`src/mrc_pkg.sv`:
```
package mrc_pkg;

    // ****************************************
    // Register map and field positions
    // ****************************************
    localparam logic [3:0] RCV_CTRL_OFS  = 4'h4;
    localparam logic [3:0] STATS_OFS     = 4'h6;
    localparam logic [3:0] MEM_INFO_OFS  = 4'h8;
    localparam logic [3:0] MEM_CFG_OFS   = 4'ha;
    localparam int         RC_SOFT_RST   = 15;
    localparam int         RC_CARRIER_EDGE_FILTER   = 14;
    localparam int         RC_DROP_FRAME_CHECKSUM  = 9;
    localparam int         RC_RX_ENABLE  = 8;
    localparam int         RC_ALL_MCAST  = 2;
    localparam int         RC_PROMISC    = 1;
    localparam int         RC_RX_ABORT   = 0;

    // ****************************************
    // Constant values
    // ****************************************
    localparam logic [7:0]  MEM_SIZE_PAGES  = 8'h18;
    localparam logic [7:0]  MEM_CFG_HIGH    = 8'h33;
    localparam logic [3:0]  CNT_MAX         = 4'hf;
    localparam logic [4:0]  FATAL_COLL      = 5'h10;
    localparam logic [10:0] MAX_FRAME_BYTES = 11'h5fc;

    // ****************************************
    // Timing
    // ****************************************
    localparam int         CLK_PERIOD_NS  = 10;
    localparam int         BIT_TIME_NS    = 100;
    localparam int         FILT_BITS      = 12;
    localparam int         FILT_CYC_INT   =
        (FILT_BITS * BIT_TIME_NS + CLK_PERIOD_NS - 1) / CLK_PERIOD_NS;
    localparam logic [7:0] FILT_CYCLES    = 8'(FILT_CYC_INT);

    // ****************************************
    // Types
    // ****************************************
    typedef enum logic [1:0] {
        RX_IDLE  = 2'b00,
        RX_FRAME = 2'b01,
        RX_DROP  = 2'b10
    } mrc_rx_state_t;

    typedef struct packed {
        logic [4:0] coll;
        logic       sqet_fail;
        logic       underrun;
        logic       carrier_lost;
        logic       late_coll;
        logic       deferred;
        logic       exc_deferred;
    } mrc_tx_stat_t;

    typedef struct packed {
        logic multicast;
        logic mcast_hit;
        logic addr_hit;
        logic own_source;
    } mrc_rx_hdr_t;

    typedef struct packed {
        logic             soft_rst;
        logic             filt;
        logic             strip;
        logic             receiver_enable;
        logic             accept_all_multicast;
        logic             promiscuous_receive;
        logic             abort;
        logic [3:0][3:0]  cnt;
        logic             rollover;
        logic             stat_irq;
        logic [7:0]       free;
        logic [7:0]       reserve;
        logic [15:0]      rdata;
        logic             crs_m;
        logic             crs_s;
        logic             carrier;
        logic [7:0]       filt_cnt;
        mrc_rx_state_t    rx_st;
        logic [10:0]      byte_cnt;
        logic             accept;
        logic             abort_pls;
        logic             done_pls;
        logic             fatal;
        logic             booted;
        logic             reload;
        logic             alloc_ok;
        logic             alloc_deny;
    } mrc_state_t;

    localparam mrc_state_t STATE_RST = '{
        free    : MEM_SIZE_PAGES,
        rx_st   : RX_IDLE,
        default : '0
    };

endpackage : mrc_pkg

```
`src/mrc_bank0.sv`:
```
// Decided for this implementation: the strobed register port.
`timescale 1ns/100ps

module mrc_bank0 (
    input  wire logic                  clk_i,
    input  wire logic                  srst_i,
    input  wire logic [3:0]            addr_i,
    input  wire logic [15:0]           wdata_i,
    input  wire logic                  wr_i,
    input  wire logic                  rd_i,
    output logic      [15:0]           rdata_o,
    input  wire logic                  tx_done_i,
    input  wire mrc_pkg::mrc_tx_stat_t tx_stat_i,
    input  wire logic                  stop_on_quality_test_error_i,
    input  wire logic                  carrier_monitor_enable_i,
    input  wire logic                  full_duplex_enable_i,
    output logic                       tx_fatal_o,
    input  wire logic                  crs_i,
    output logic                       rx_carrier_o,
    input  wire logic                  rx_start_i,
    input  wire mrc_pkg::mrc_rx_hdr_t  rx_hdr_i,
    input  wire logic                  rx_byte_i,
    input  wire logic                  rx_end_i,
    output logic                       rx_accept_o,
    output logic                       rx_abort_o,
    output logic                       rx_done_o,
    output logic                       rx_active_o,
    output logic                       drop_frame_checksum_o,
    output logic                       stat_irq_o,
    output logic                       counter_rollover_o,
    input  wire logic                  alloc_req_i,
    input  wire logic                  alloc_rx_i,
    input  wire logic                  release_i,
    input  wire logic                  buffer_manager_reinit_cmd_i,
    output logic                       alloc_ok_o,
    output logic                       alloc_deny_o,
    output logic                       soft_reset_o,
    output logic                       eeprom_reload_o
);

    // ****************************************
    // State
    // ****************************************
    mrc_pkg::mrc_state_t q;
    mrc_pkg::mrc_state_t d;
    logic [3:0]          inc;
    logic                accepted;
    logic                grant;

    // ****************************************
    // Next state
    // ****************************************
    always_comb begin
        d            = q;
        inc          = '0;
        accepted     = 1'b0;
        grant        = 1'b0;
        d.stat_irq   = 1'b0;
        d.fatal      = 1'b0;
        d.accept     = 1'b0;
        d.abort_pls  = 1'b0;
        d.done_pls   = 1'b0;
        d.alloc_ok   = 1'b0;
        d.alloc_deny = 1'b0;
        d.reload     = 1'b0;
        d.rdata      = '0;

        // Soft reset image, without an EEPROM reload
        if (q.soft_rst) begin
            d          = mrc_pkg::STATE_RST;
            d.soft_rst = 1'b1;
            d.booted   = 1'b1;
        end

        // Reload request only after a hard reset
        if (!q.booted) begin
            d.booted = 1'b1;
            d.reload = 1'b1;
        end

        // Carrier sense synchroniser
        d.crs_m = crs_i;
        d.crs_s = q.crs_m;

        // Carrier edge filter
        if (!q.crs_s) begin
            d.carrier  = 1'b0;
            d.filt_cnt = '0;
        end else if (!q.filt) begin
            d.carrier = 1'b1;
        end else if (q.filt_cnt == mrc_pkg::FILT_CYCLES - 8'h01) begin
            d.carrier = 1'b1;
        end else if (!q.carrier) begin
            d.filt_cnt = q.filt_cnt + 8'h01;
        end

        // Register reads
        if (rd_i) begin
            unique case (addr_i)
                mrc_pkg::RCV_CTRL_OFS: begin
                    d.rdata[mrc_pkg::RC_SOFT_RST]  = q.soft_rst;
                    d.rdata[mrc_pkg::RC_CARRIER_EDGE_FILTER]  = q.filt;
                    d.rdata[mrc_pkg::RC_DROP_FRAME_CHECKSUM] = q.strip;
                    d.rdata[mrc_pkg::RC_RX_ENABLE] = q.receiver_enable;
                    d.rdata[mrc_pkg::RC_ALL_MCAST] = q.accept_all_multicast;
                    d.rdata[mrc_pkg::RC_PROMISC]   = q.promiscuous_receive;
                    d.rdata[mrc_pkg::RC_RX_ABORT]  = q.abort;
                end
                mrc_pkg::STATS_OFS: begin
                    d.rdata = q.cnt;
                end
                mrc_pkg::MEM_INFO_OFS: begin
                    d.rdata = {mrc_pkg::MEM_SIZE_PAGES, q.free};
                end
                mrc_pkg::MEM_CFG_OFS: begin
                    d.rdata = {mrc_pkg::MEM_CFG_HIGH, q.reserve};
                end
                default: begin
                    d.rdata = '0;
                end
            endcase
        end

        // Receive control writes
        if (wr_i && addr_i == mrc_pkg::RCV_CTRL_OFS) begin
            d.soft_rst = wdata_i[mrc_pkg::RC_SOFT_RST];
            d.filt     = wdata_i[mrc_pkg::RC_CARRIER_EDGE_FILTER];
            d.strip    = wdata_i[mrc_pkg::RC_DROP_FRAME_CHECKSUM];
            d.receiver_enable     = wdata_i[mrc_pkg::RC_RX_ENABLE];
            d.accept_all_multicast    = wdata_i[mrc_pkg::RC_ALL_MCAST];
            d.promiscuous_receive     = wdata_i[mrc_pkg::RC_PROMISC];
            if (!wdata_i[mrc_pkg::RC_RX_ABORT]) begin
                d.abort = 1'b0;
            end
        end

        // Reservation write
        if (wr_i && addr_i == mrc_pkg::MEM_CFG_OFS) begin
            d.reserve = wdata_i[7:0];
        end

        // Fatal transmit conditions
        if (tx_done_i && !q.soft_rst) begin
            d.fatal = (tx_stat_i.coll == mrc_pkg::FATAL_COLL)
                    | (tx_stat_i.sqet_fail & stop_on_quality_test_error_i)
                    | tx_stat_i.underrun
                    | (tx_stat_i.carrier_lost & carrier_monitor_enable_i)
                    | tx_stat_i.late_coll;
        end

        // One increment per counter per cycle with tx_done_i high
        if (tx_done_i && !q.soft_rst) begin
            inc[0] = (tx_stat_i.coll == 5'h01);
            inc[1] = (tx_stat_i.coll >= 5'h02)
                   && (tx_stat_i.coll <= mrc_pkg::FATAL_COLL);
            inc[2] = tx_stat_i.deferred;
            inc[3] = tx_stat_i.exc_deferred;
        end

        // Clear on read, then saturating increments
        if (rd_i && addr_i == mrc_pkg::STATS_OFS) begin
            d.cnt      = '0;
            d.rollover = 1'b0;
        end
        for (int i = 0; i < 4; i++) begin
            if (inc[i] && d.cnt[i] != mrc_pkg::CNT_MAX) begin
                d.cnt[i] = d.cnt[i] + 4'h1;
                if (d.cnt[i] == mrc_pkg::CNT_MAX) begin
                    d.rollover = 1'b1;
                    d.stat_irq = 1'b1;
                end
            end
        end

        // Address filter
        accepted = (rx_hdr_i.addr_hit && !rx_hdr_i.multicast)
                 | (rx_hdr_i.multicast
                    && (q.accept_all_multicast || rx_hdr_i.mcast_hit))
                 | q.promiscuous_receive;
        if (rx_hdr_i.own_source && !full_duplex_enable_i) begin
            accepted = 1'b0;
        end

        // Receive frame tracking
        if (!q.soft_rst) begin
            unique case (q.rx_st)
                mrc_pkg::RX_IDLE: begin
                    if (rx_start_i && q.receiver_enable) begin
                        d.byte_cnt = '0;
                        d.accept   = accepted;
                        d.rx_st    = accepted ? mrc_pkg::RX_FRAME
                                              : mrc_pkg::RX_DROP;
                    end
                end
                mrc_pkg::RX_FRAME: begin
                    if (rx_end_i) begin
                        d.done_pls = 1'b1;
                        d.rx_st    = mrc_pkg::RX_IDLE;
                    end else if (rx_byte_i) begin
                        if (q.byte_cnt == mrc_pkg::MAX_FRAME_BYTES) begin
                            d.abort     = 1'b1;
                            d.abort_pls = 1'b1;
                            d.rx_st     = mrc_pkg::RX_DROP;
                        end else begin
                            d.byte_cnt = q.byte_cnt + 11'h001;
                        end
                    end
                end
                mrc_pkg::RX_DROP: begin
                    if (rx_end_i) begin
                        d.rx_st = mrc_pkg::RX_IDLE;
                    end
                end
                default: begin
                    d.rx_st = mrc_pkg::RX_IDLE;
                end
            endcase
        end

        // Buffer allocation against the reservation
        if (alloc_req_i && !q.soft_rst) begin
            grant = (q.free != 8'h00)
                  && (!alloc_rx_i || q.reserve == 8'h00
                      || q.free > q.reserve);
            d.alloc_ok   = grant;
            d.alloc_deny = !grant;
        end
        if (!q.soft_rst) begin
            if (grant && !release_i) begin
                d.free = q.free - 8'h01;
            end else if (!grant && release_i
                         && q.free != mrc_pkg::MEM_SIZE_PAGES) begin
                d.free = q.free + 8'h01;
            end
        end
        if (buffer_manager_reinit_cmd_i) begin
            d.free = mrc_pkg::MEM_SIZE_PAGES;
        end
    end

    // ****************************************
    // State register
    // ****************************************
    always_ff @(posedge clk_i) begin
        if (srst_i) begin
            q <= mrc_pkg::STATE_RST;
        end else begin
            q <= d;
        end
    end

    // Outputs straight from the state register
    assign rdata_o               = q.rdata;
    assign tx_fatal_o            = q.fatal;
    assign rx_carrier_o          = q.carrier;
    assign rx_accept_o           = q.accept;
    assign rx_abort_o            = q.abort_pls;
    assign rx_done_o             = q.done_pls;
    assign rx_active_o           = q.rx_st[0];                       // Only code 01 sets bit 0
    assign drop_frame_checksum_o = q.strip;
    assign stat_irq_o            = q.stat_irq;
    assign counter_rollover_o    = q.rollover;
    assign alloc_ok_o            = q.alloc_ok;
    assign alloc_deny_o          = q.alloc_deny;
    assign soft_reset_o          = q.soft_rst;
    assign eeprom_reload_o       = q.reload;

    // ****************************************
    // Assertions
    // ****************************************
    property p_fatal_underrun;
        @(posedge clk_i) disable iff (srst_i)
        tx_done_i && tx_stat_i.underrun && !q.soft_rst |=> tx_fatal_o;
    endproperty
    a_fatal_underrun: assert property (p_fatal_underrun)
        else $error("underrun not fatal");

    property p_soft_no_reload;
        @(posedge clk_i) disable iff (srst_i)
        q.soft_rst |=> !eeprom_reload_o;
    endproperty
    a_soft_no_reload: assert property (p_soft_no_reload)
        else $error("soft reset asked for reload");

    property p_filter_wait;
        @(posedge clk_i) disable iff (srst_i)
        $rose(rx_carrier_o) && $past(q.filt) && $past(q.crs_s)
            |-> $past(q.filt_cnt) == mrc_pkg::FILT_CYCLES - 8'h01;
    endproperty
    a_filter_wait: assert property (p_filter_wait)
        else $error("carrier filter too short");

    property p_rx_disabled;
        @(posedge clk_i) disable iff (srst_i)
        q.rx_st == mrc_pkg::RX_IDLE && !q.receiver_enable |=> !rx_accept_o && !rx_active_o;
    endproperty
    a_rx_disabled: assert property (p_rx_disabled)
        else $error("frame taken while disabled");

    property p_abort_flag;
        @(posedge clk_i) disable iff (srst_i)
        rx_abort_o |-> q.abort && !rx_active_o;
    endproperty
    a_abort_flag: assert property (p_abort_flag)
        else $error("oversize without flag");

    property p_saturate;
        @(posedge clk_i) disable iff (srst_i)
        q.cnt[0] == mrc_pkg::CNT_MAX && !rd_i && !q.soft_rst
            |=> q.cnt[0] == mrc_pkg::CNT_MAX;
    endproperty
    a_saturate: assert property (p_saturate)
        else $error("counter wrapped");

    property p_read_clears;
        @(posedge clk_i) disable iff (srst_i)
        rd_i && addr_i == mrc_pkg::STATS_OFS && !tx_done_i |=> q.cnt == '0;
    endproperty
    a_read_clears: assert property (p_read_clears)
        else $error("counters not cleared by read");

    property p_size_const;
        @(posedge clk_i) disable iff (srst_i)
        rd_i && addr_i == mrc_pkg::MEM_INFO_OFS |=> rdata_o[15:8] == 8'h18;
    endproperty
    a_size_const: assert property (p_size_const)
        else $error("memory size wrong");

    property p_rx_denied;
        @(posedge clk_i) disable iff (srst_i)
        alloc_req_i && alloc_rx_i && q.reserve != 8'h00 && q.free <= q.reserve
            && !q.soft_rst |=> alloc_deny_o && !alloc_ok_o;
    endproperty
    a_rx_denied: assert property (p_rx_denied)
        else $error("receive allocation not denied");

    property p_reinit_keeps;
        @(posedge clk_i) disable iff (srst_i)
        buffer_manager_reinit_cmd_i && !wr_i && !q.soft_rst
            |=> q.reserve == $past(q.reserve) && q.free == 8'h18;
    endproperty
    a_reinit_keeps: assert property (p_reinit_keeps)
        else $error("reinit handled wrongly");

    property p_multi_count;
        @(posedge clk_i) disable iff (srst_i)
        tx_done_i && !q.soft_rst && !rd_i && q.cnt[1] != mrc_pkg::CNT_MAX
            && tx_stat_i.coll >= 5'h02 && tx_stat_i.coll <= mrc_pkg::FATAL_COLL
            |=> q.cnt[1] == $past(q.cnt[1]) + 4'h1;
    endproperty
    a_multi_count: assert property (p_multi_count)
        else $error("multiple collision count not advanced");

    property p_defer_once;
        @(posedge clk_i) disable iff (srst_i)
        tx_done_i && tx_stat_i.deferred && !q.soft_rst && !rd_i
            && q.cnt[2] != mrc_pkg::CNT_MAX
            |=> q.cnt[2] == $past(q.cnt[2]) + 4'h1;
    endproperty
    a_defer_once: assert property (p_defer_once)
        else $error("deferral count not advanced once");

endmodule : mrc_bank0

```
`config.mk`:
```
export PLATFORM = sky130hd
export DESIGN_NAME = mrc_bank0
export DESIGN_NICKNAME = d
export VERILOG_FILES = /design/src/mrc_pkg.sv /design/src/mrc_bank0.sv
export SDC_FILE = /design/constraint.sdc
export NUM_CORES = 1
export LEC_CHECK = 0
export BUFFER_PORTS_ARGS = -buffer_cell sky130_fd_sc_hd__buf_2
export CAP_MARGIN = 20
export CORE_MARGIN = 4
export CORE_UTILIZATION = 59
export CTS_BUF_LIST = sky130_fd_sc_hd__clkbuf_8
export DETAILED_ROUTE_END_ITERATION = 8
export PLACE_DENSITY = 0.84
export SLEW_MARGIN = 20
export SYNTH_ARGS = -nofsm -noshare
export SYNTH_HDL_FRONTEND = slang
export SYNTH_SLANG_ARGS = --single-unit
```
`constraint.sdc`:
```
create_clock -name clk_i -period 3 [get_ports clk_i]
set_input_delay 0.6 -clock clk_i [delete_from_list [all_inputs] [get_ports clk_i]]
set_output_delay 0.6 -clock clk_i [all_outputs]
set_load 0.1 [all_outputs]
```
=== Yosys cells after proc, flatten, opt, wreduce, memory -nomap -nowiden ===
Cells that the tools add are included.

* Reduce and logical (&&, ||, !) cells: 35
* $mul: 0
* Multiplexer cells: 58
* Divide/modulo/power cells: 0
* Shift-type cells: 0
* $add $sub $neg: 8
* Eq/ne operators: 21
* Bitwise gates (word level): 9
* $lt $le $gt $ge: 3

{| class="wikitable"
|+ Operators with widths
! kind !! number
|-
| 89-bit 2-to-1 mux || 1
|-
| 8-bit 2-to-1 mux || 7
|-
| 16-bit 2-to-1 mux || 2
|-
| 2-bit 2-to-1 mux || 14
|-
| 4-bit equality test (second input constant) || 6
|-
| 11-bit 2-to-1 mux || 2
|-
| 11-bit case mux with 2 select lines || 1
|-
| 5-bit case mux with 4 select lines || 1
|-
| 1-bit logical AND || 18
|-
| 17-bit 2-to-1 mux || 1
|-
| 4-bit by 1-bit adder with 4-bit output (second input constant) || 4
|-
| 8-bit by 1-bit adder with 8-bit output (second input constant) || 2
|-
| 1-bit 2-to-1 mux || 16
|-
| 4-bit 2-to-1 mux || 4
|-
| 4-bit != test (second input constant) || 4
|-
| 4-bit case mux with 4 select lines || 1
|-
| 14-bit 2-to-1 mux || 1
|-
| 13-bit 2-to-1 mux || 1
|-
| 2-bit case mux with 3 select lines || 2
|-
| 3-bit case mux with 4 select lines || 1
|-
| 11-bit by 1-bit adder with 11-bit output (second input constant) || 1
|-
| 11-bit equality test (second input constant) || 1
|-
| 4-bit by 3-bit equality test with 1-bit output (second input constant) || 2
|-
| 8-bit by 7-bit equality test with 1-bit output (second input constant) || 1
|-
| 24 further kinds || 40
|}

* Output and inout bits: 29
* Memories: 0
* Flip-flop bits (word level): 89
* Bits of input ports: 51
* ROM bits: 0
* Memory bits (writable): 0
* Latch bits: 0
* Word-level logic and storage cells: 164

=== Depth between registers and ports, before layout ===
Gate-level depths: netlist of run 1.

* Word-level depth: 13
* Mapped depth: 12
* Gate-level depth less buffers: 11

=== Least setup slack after synthesis of run 1 ===
Ideal clock, no wire load.

* Path kind: register -> register
* Start: register q (netlist bit soft_reset_o)
* End: register q[73] (netlist name)
* Arrival time: 2.682 ns
* Cell stages (with the launch flop): 10
* Data required time: 2.881 ns
* Clock period less this slack: 2.801 ns
* Path slack: 0.199 ns
* Setup time: 0.119 ns
* Path through: dfxtp_1 > buf_2 > a31oi_1 > clkbuf_1 > and2_1 > ha_1 > a41oi_1 > nand4_1 > xor2_1 > nor2_1

* Cells in the longest elaborated chain, start to end: 5
* Elaborated cells between the ends (all ways): 9
* Those cells by class: add/sub: 1; eq/ne: 1; mux: 4; reduce/logical: 3

{| class="wikitable"
|+ RTL lines
! item !! RTL line !! RTL
|-
| from (decl) || mrc_bank0.sv:44 || <nowiki>mrc_pkg::mrc_state_t q;</nowiki>
|-
| from (signal assigned) || mrc_bank0.sv:246 || <nowiki>q <= mrc_pkg::STATE_RST;</nowiki>
|-
| branches (longest 4 deep; another with 4-bit by 1-bit adder with 4-bit output) || - ||
|-
| 4-bit 2-to-1 mux * || mrc_bank0.sv:166 || <nowiki>if (inc[i] && d.cnt[i] != mrc_pkg::CNT_MAX) begin</nowiki>
|}

Every way passes the cells marked *. The select of a mux whose other input is x is not followed.
A chain may end at the register's enable or synchronous reset.

=== Worst setup path after layout of run 1 ===
* Start: register q[56] (netlist name)
* End: register q[61] (netlist name)

* Cells in the longest elaborated chain, start to end: 10
* Elaborated cells between the ends (all ways): 15
* Those cells by class: add/sub: 2; order compare: 1; eq/ne: 1; mux: 4; reduce/logical: 7

{| class="wikitable"
|+ RTL lines
! item !! RTL line !! RTL
|-
| 8-bit > comparator || mrc_bank0.sv:224 || <nowiki>|| q.free > q.reserve);</nowiki>
|-
| 1-bit logical OR || mrc_bank0.sv:224 ||
|-
| 1-bit logical AND || mrc_bank0.sv:223 || <nowiki>&& (!alloc_rx_i || q.reserve == 8'h00</nowiki>
|-
| 1-bit 2-to-1 mux || mrc_bank0.sv:221 || <nowiki>if (alloc_req_i && !q.soft_rst) begin</nowiki>
|-
| 1-bit logical NOT || mrc_bank0.sv:231 || <nowiki>end else if (!grant && release_i</nowiki>
|-
| 1-bit logical AND || mrc_bank0.sv:231 ||
|-
| 1-bit logical AND || mrc_bank0.sv:232 || <nowiki>&& q.free != mrc_pkg::MEM_SIZE_PAGES) begin</nowiki>
|-
| 8-bit 2-to-1 mux || mrc_bank0.sv:231 ||
|-
| 8-bit 2-to-1 mux * || mrc_bank0.sv:229 || <nowiki>if (grant && !release_i) begin</nowiki>
|-
| 8-bit 2-to-1 mux * || mrc_bank0.sv:228 || <nowiki>if (!q.soft_rst) begin</nowiki>
|}

Mark *: on every way between the ends. The rest lies on a longest branch, timed or not.

==> impl_metrics.toml, run 1 <==
[clocking]
cts_setup_buffers = 0
cts_max_path_buffers = 2
cts_max_level = 3
cts_resized = 0
postCtsHoldBufs = 0
cts_buffers = 9
cts_tree = "built"
clkSinkCount = 89
cts_root_buf = "clkbuf_8"
clk_latency_ns = 0.36
clk_pin_slew_ns = 0.10

[route]
drtAntennaViolNets = 0
drtIter0Drc = 371
routed-wl-met2_mm = 6.32
wire_per_inst_um = 16.2
vias = 5057
top_layer = "met5"
routed_wl_mm = 13.3
met1Wirelength_mm = 5.71
wl_met3_mm = 1.15
viasPerCell = 6.13
drc = 0
first_pass_iters = 5

[place]
dp_hpwl_mm = 9.86
placed_cell_area_sq_mm = 0.00546
portBuffers = 75
gp_congestion = 0.918

[timing]
slew-limit-headroom = 0.524
hold_viol = 0
finalMaxSlewViolations = 0
period_share = 0.840
finalSetupViolations = 0
worst_slew_pin_slew_ns = 0.713
fin_worst_skew_ns = 0.0119
fmax_mhz = 397
tns_ns = 0
rsz0062_at_grt = "no"
finalCriticalPeriod_ns = 2.52

[yosys]
yosysTopAreaCell = "dfxtp_1"
avgSynthCellArea_sq_um = 7.71
yosysTopAreaCellShare = 0.347
synth.top_cells.by_count = "89 x dfxtp_1, 80 x nand2_1, 78 x nor2_1, 46 x a21oi_1, 41 x o21ai_0"
syn-num-nets = 738
ys_ff_latch = 89
synth_area_sq_mm = 0.00514
synth_flop_cell = "dfxtp_1"
syn_inst = 666
ys_types = 65
synthArstFlopShare = 0
synth-edff-count = 0
synthTopCellsByArea = "dfxtp_1 35%, nand2_1 5.8%, nor2_1 5.7%, ha_1 5.1%, a21oi_1 4.5%"
yosysMostFrequentCell = "dfxtp_1"
yosysSeqAreaShare = 0.347
ys.warnings.count = 0

[worst_setup_path]
r2r_cells = 10
cp-end-kind = "flip-flop"
worstPathMaxFanout = 7
startpoint_type = "flip-flop"
ff2ff_setup_slack_ns = 0.48
path_class = "flip-flop to flip-flop"
cp.arrival_ns = 2.76
required_ns = 3.23

[finish]
stdcell_area_sq_mm = 0.00567
diodes = 0
areaGrowthSynthToFinish_pct = 10.4
nNetsFinal = 787
regArea_sq_mm = 0.00178
multi_input_area_sq_mm = 0.00297
drive_gt1_frac = 0.164
num-fill-cells = 710

[grt]
grt_pass1_wl_mm = 22.1
grt_usage = 0.267
antenna_found_initial = 1
grt_pass1_vias = 4737
overflow = 0
grt_max_degree = 31

[floorplan]
start_util = 0.616
dieArea_sq_mm = 0.0103
io_pins = 80
fp-row-count = 33
die_h_um = 101
die_x_um = 101
core_region_area_sq_mm = 0.00834

[hold_path]
holdPathStages = 1
min_path_type = "flip-flop to flip-flop"

[run]
drv_cap = 0

[power_and_ir_drop]
leakage_nw = 2.30
power_density_mw_per_mm2 = 417
ir_drop_uv = 251

[status]
status = "finished, final reports clean"
==> through the flow <==
step                 util  instances  hold slack (ns)  setup slack, ns  power, W
floorplan               -        666            0.368            0.199   0.00141
global placement    0.655        809            0.374            0.500   0.00148
detailed placement  0.655        809            0.398            0.432   0.00149
CTS                 0.680        825            0.397            0.503   0.00237
global route        0.680        825            0.403            0.282   0.00245
finish              0.680        825            0.393            0.479   0.00237
==> state kept, by name, summed over array words and instances (netlist names) <==
name,count
q,59
rdata_o,16
alloc_deny_o,1
alloc_ok_o,1
counter_rollover_o,1
d,1
drop_frame_checksum_o,1
eeprom_reload_o,1
rx_abort_o,1
rx_accept_o,1
rx_active_o,1
rx_carrier_o,1
rx_done_o,1
soft_reset_o,1
stat_irq_o,1
tx_fatal_o,1
==> critical path: stages (launching register included) <==
cell and delay [ns]:
dfxtp_1 0.46, inv_1 0.11, ha_1 0.19, nor2b_1 0.13, o211ai_1 0.11, a211o_1 0.30, and3_4 0.23, nor4_4 0.42
buf_4 0.24, o21bai_1 0.14, a21oi_2 0.07
==> power by group <==
part / internal [W] / switching [W]
logic: 0.0000878 / 0.000172
clock network: 0.000464 / 0.000432
registers: 0.00120 / 0.0000128
total: 0.00175 / 0.000617
==> routing by layer <==
metal	GRT usage	vias up
met1	0.361	2377
met2	0.441	234
li1	-	2426
met3	0.0399	18
met5	0	-
met4	0.0787	2
==> area by class of cell <==
class | count | area share
tap | 105 | 0.0232
clock buffer | 9 | 0.0218
sequential | 89 | 0.314
inverter | 30 | 0.0199
multi-input combinational | 498 | 0.524
timing repair buffer | 87 | 0.0820
clock inverter | 7 | 0.0154
==> cell usage in the layout, fill, tap and decap left out, drive strengths merged, types with 5 or more instances in the layout <==
master,n
and3,11
and2,7
ha,21
nand2b,9
xnor2,8
nor2b,9
a311oi,5
nand2,80
a31oi,8
o21ai,44
a211oi,9
nor2,78
nor3,23
nand4,10
or3,8
inv,33
a21oi,48
nand3,30
dfxtp,89
nor4,9
clkbuf,9
xor2,11
nand3b,8
buf,87
mux2i,13
==> cell families after synthesis <==
group                    share of synthesized area
buffers and inverters                       0.0750
multiplexers                                0.0253
XOR/XNOR                                    0.0324
AND/OR/NAND/NOR                              0.285
adder cells (fa/ha/maj)                     0.0511
flip-flops                                   0.347
AO/OA/AOI/OAI                                0.184
==> worst paths after layout <==
check / from / to
min: q[3] / eeprom_reload_o
min reg2reg: q[3] / eeprom_reload_o
max: q[56] / q[61]
max reg2reg: q[56] / q[61]
(Power assumes the default switching activity.)
==> run 2, diff against run 1 <==
clock period = 2.55 ns   (was 3 ns; I/O delays follow)
==> impl_metrics.toml, run 2 (synthesis results as in run 1) <==
[finish]
regMostFlops = "q"
diodes = 0
final_core_utilization = 0.697
drive_gt1_frac = 0.184
final_cell_mix = "88 x dfxtp_1, 80 x nand2_1, 78 x nor2_1"
areaGrowthSynthToFinish_pct = 13.1
largest_reg_flops = 59
num-fill-cells = 668
nNetsFinal = 800
final_common_cell = "dfxtp_1"

[floorplan]
start_util = 0.616
die_x_um = 101
core_region_area_sq_mm = 0.00834
fp-row-count = 33
dieArea_sq_mm = 0.0103
io_pins = 80
die_h_um = 101

[timing]
tns_ns = 0
finalMaxSlewViolations = 0
fmax_mhz = 435
finalSetupViolations = 0
holdWs_ns = 0.366
fin_worst_skew_ns = 0.00470
rsz0062_at_grt = "no"
period_share = 0.901
slew-limit-headroom = 0.584
worst_slew_pin_slew_ns = 0.618
hold_viol = 0
finalCriticalPeriod_ns = 2.30

[clocking]
postCtsHoldBufs = 0
cts_max_level = 3
clkSinkCount = 89
clk_pin_slew_ns = 0.09
cts_tree = "built"
cts_resized = 0
cts_buffers = 9
cts_setup_buffers = 0
cts_root_buf = "clkbuf_8"
cts_max_path_buffers = 2
clk_latency_ns = 0.36

[worst_setup_path]
r2r_cells = 8
cp-end-kind = "flip-flop"
ff2ff_setup_slack_ns = 0.25
regToRegStartpoint = "q[56]"
worstPathMaxFanout = 7
startpoint_type = "flip-flop"
required_ns = 2.79
cp.arrival_ns = 2.54
r2r_end = "q[58]"
path_class = "flip-flop to flip-flop"

[power_and_ir_drop]
finalPower_w = 0.00294
ir_drop_uv = 331
leakage_nw = 2.38
power_density_mw_per_mm2 = 506

[status]
status = "finished, final reports clean"

[run]
drv_cap = 0

[route]
first_pass_iters = 6
wire_per_inst_um = 16.6
routed_wl_mm = 13.9
viasPerCell = 6.15
vias = 5157
drc = 0
drtAntennaViolNets = 0
drtIter0Drc = 463

[grt]
overflow = 0
grt_use_met1 = 0.349
gr-usage-met2 = 0.468
grt_usage = 0.277
grt.busiest_layer = "met2"
grt_pass1_vias = 5052
globalRouteMet3Util = 0.0613
antenna_found_initial = 1
grt_pass1_wl_mm = 23.1
grt_max_degree = 31

[place]
portBuffers = 75
gp_congestion = 0.947
dp_hpwl_mm = 10.3

[hold_path]
min_path_type = "input port to flip-flop"
worstHoldStart = "crs_i"
holdPathStages = 2
whs_endpoint = "d[30]"
## run 2: final cells by class
type / instances / area, sq um / share of cell area
clock buffer: 9 / 124 / 0.0213
tap: 105 / 131 / 0.0226
inverter: 30 / 113 / 0.0194
sequential: 89 / 1780 / 0.307
clock inverter: 7 / 125 / 0.0215
timing repair buffer: 100 / 563 / 0.0969
multi-input combinational: 498 / 2970 / 0.511
## run 2: worst max-delay path: stages (launching register included)
cell and delay [ns]:
dfxtp_1 0.47, inv_1 0.10, ha_1 0.29, nand4_1 0.10, o21ai_0 0.30, and3_4 0.32, nor2_1 0.08, a2111oi_0 0.44
a211oi_1 0.09
## run 2: through the flow
stage	instance area (sq um)	std cells	setup slack, ns
finish	5810	838	0.253
global route	5810	838	0.0543
CTS	5810	838	0.274
detailed placement	5560	822	0.0681
global placement	5560	822	0.166
floorplan	5140	666	0.0926
## run 2: how the worst max path moves through the flow
stage	startpoint	endpoint	slack, ns	cells past startpoint
6_report	q[56]	q[58]	0.25	8
5_1_grt	q[56]	q[58]	0.05	8
4_1_cts	q[56]	q[58]	0.27	8
3_5_place_dp	addr_i[0]	q[73]	0.07	10
3_3_place_gp	addr_i[0]	q[73]	0.17	10
2_1_floorplan	soft_reset_o	q[73]	0.09	9
## run 2: layer usage
metal  vias up  share of wire
li1       2457              -
met1      2416           0.42
met2       254           0.48
met3        28          0.088
met4         2          0.018
met5         -        0.00050
## run 2: power by group
group / internal [W] / switching [W]
sequential: 0.00141 / 0.0000155
combinational: 0.000112 / 0.000209
clock: 0.000661 / 0.000533
total: 0.00218 / 0.000757
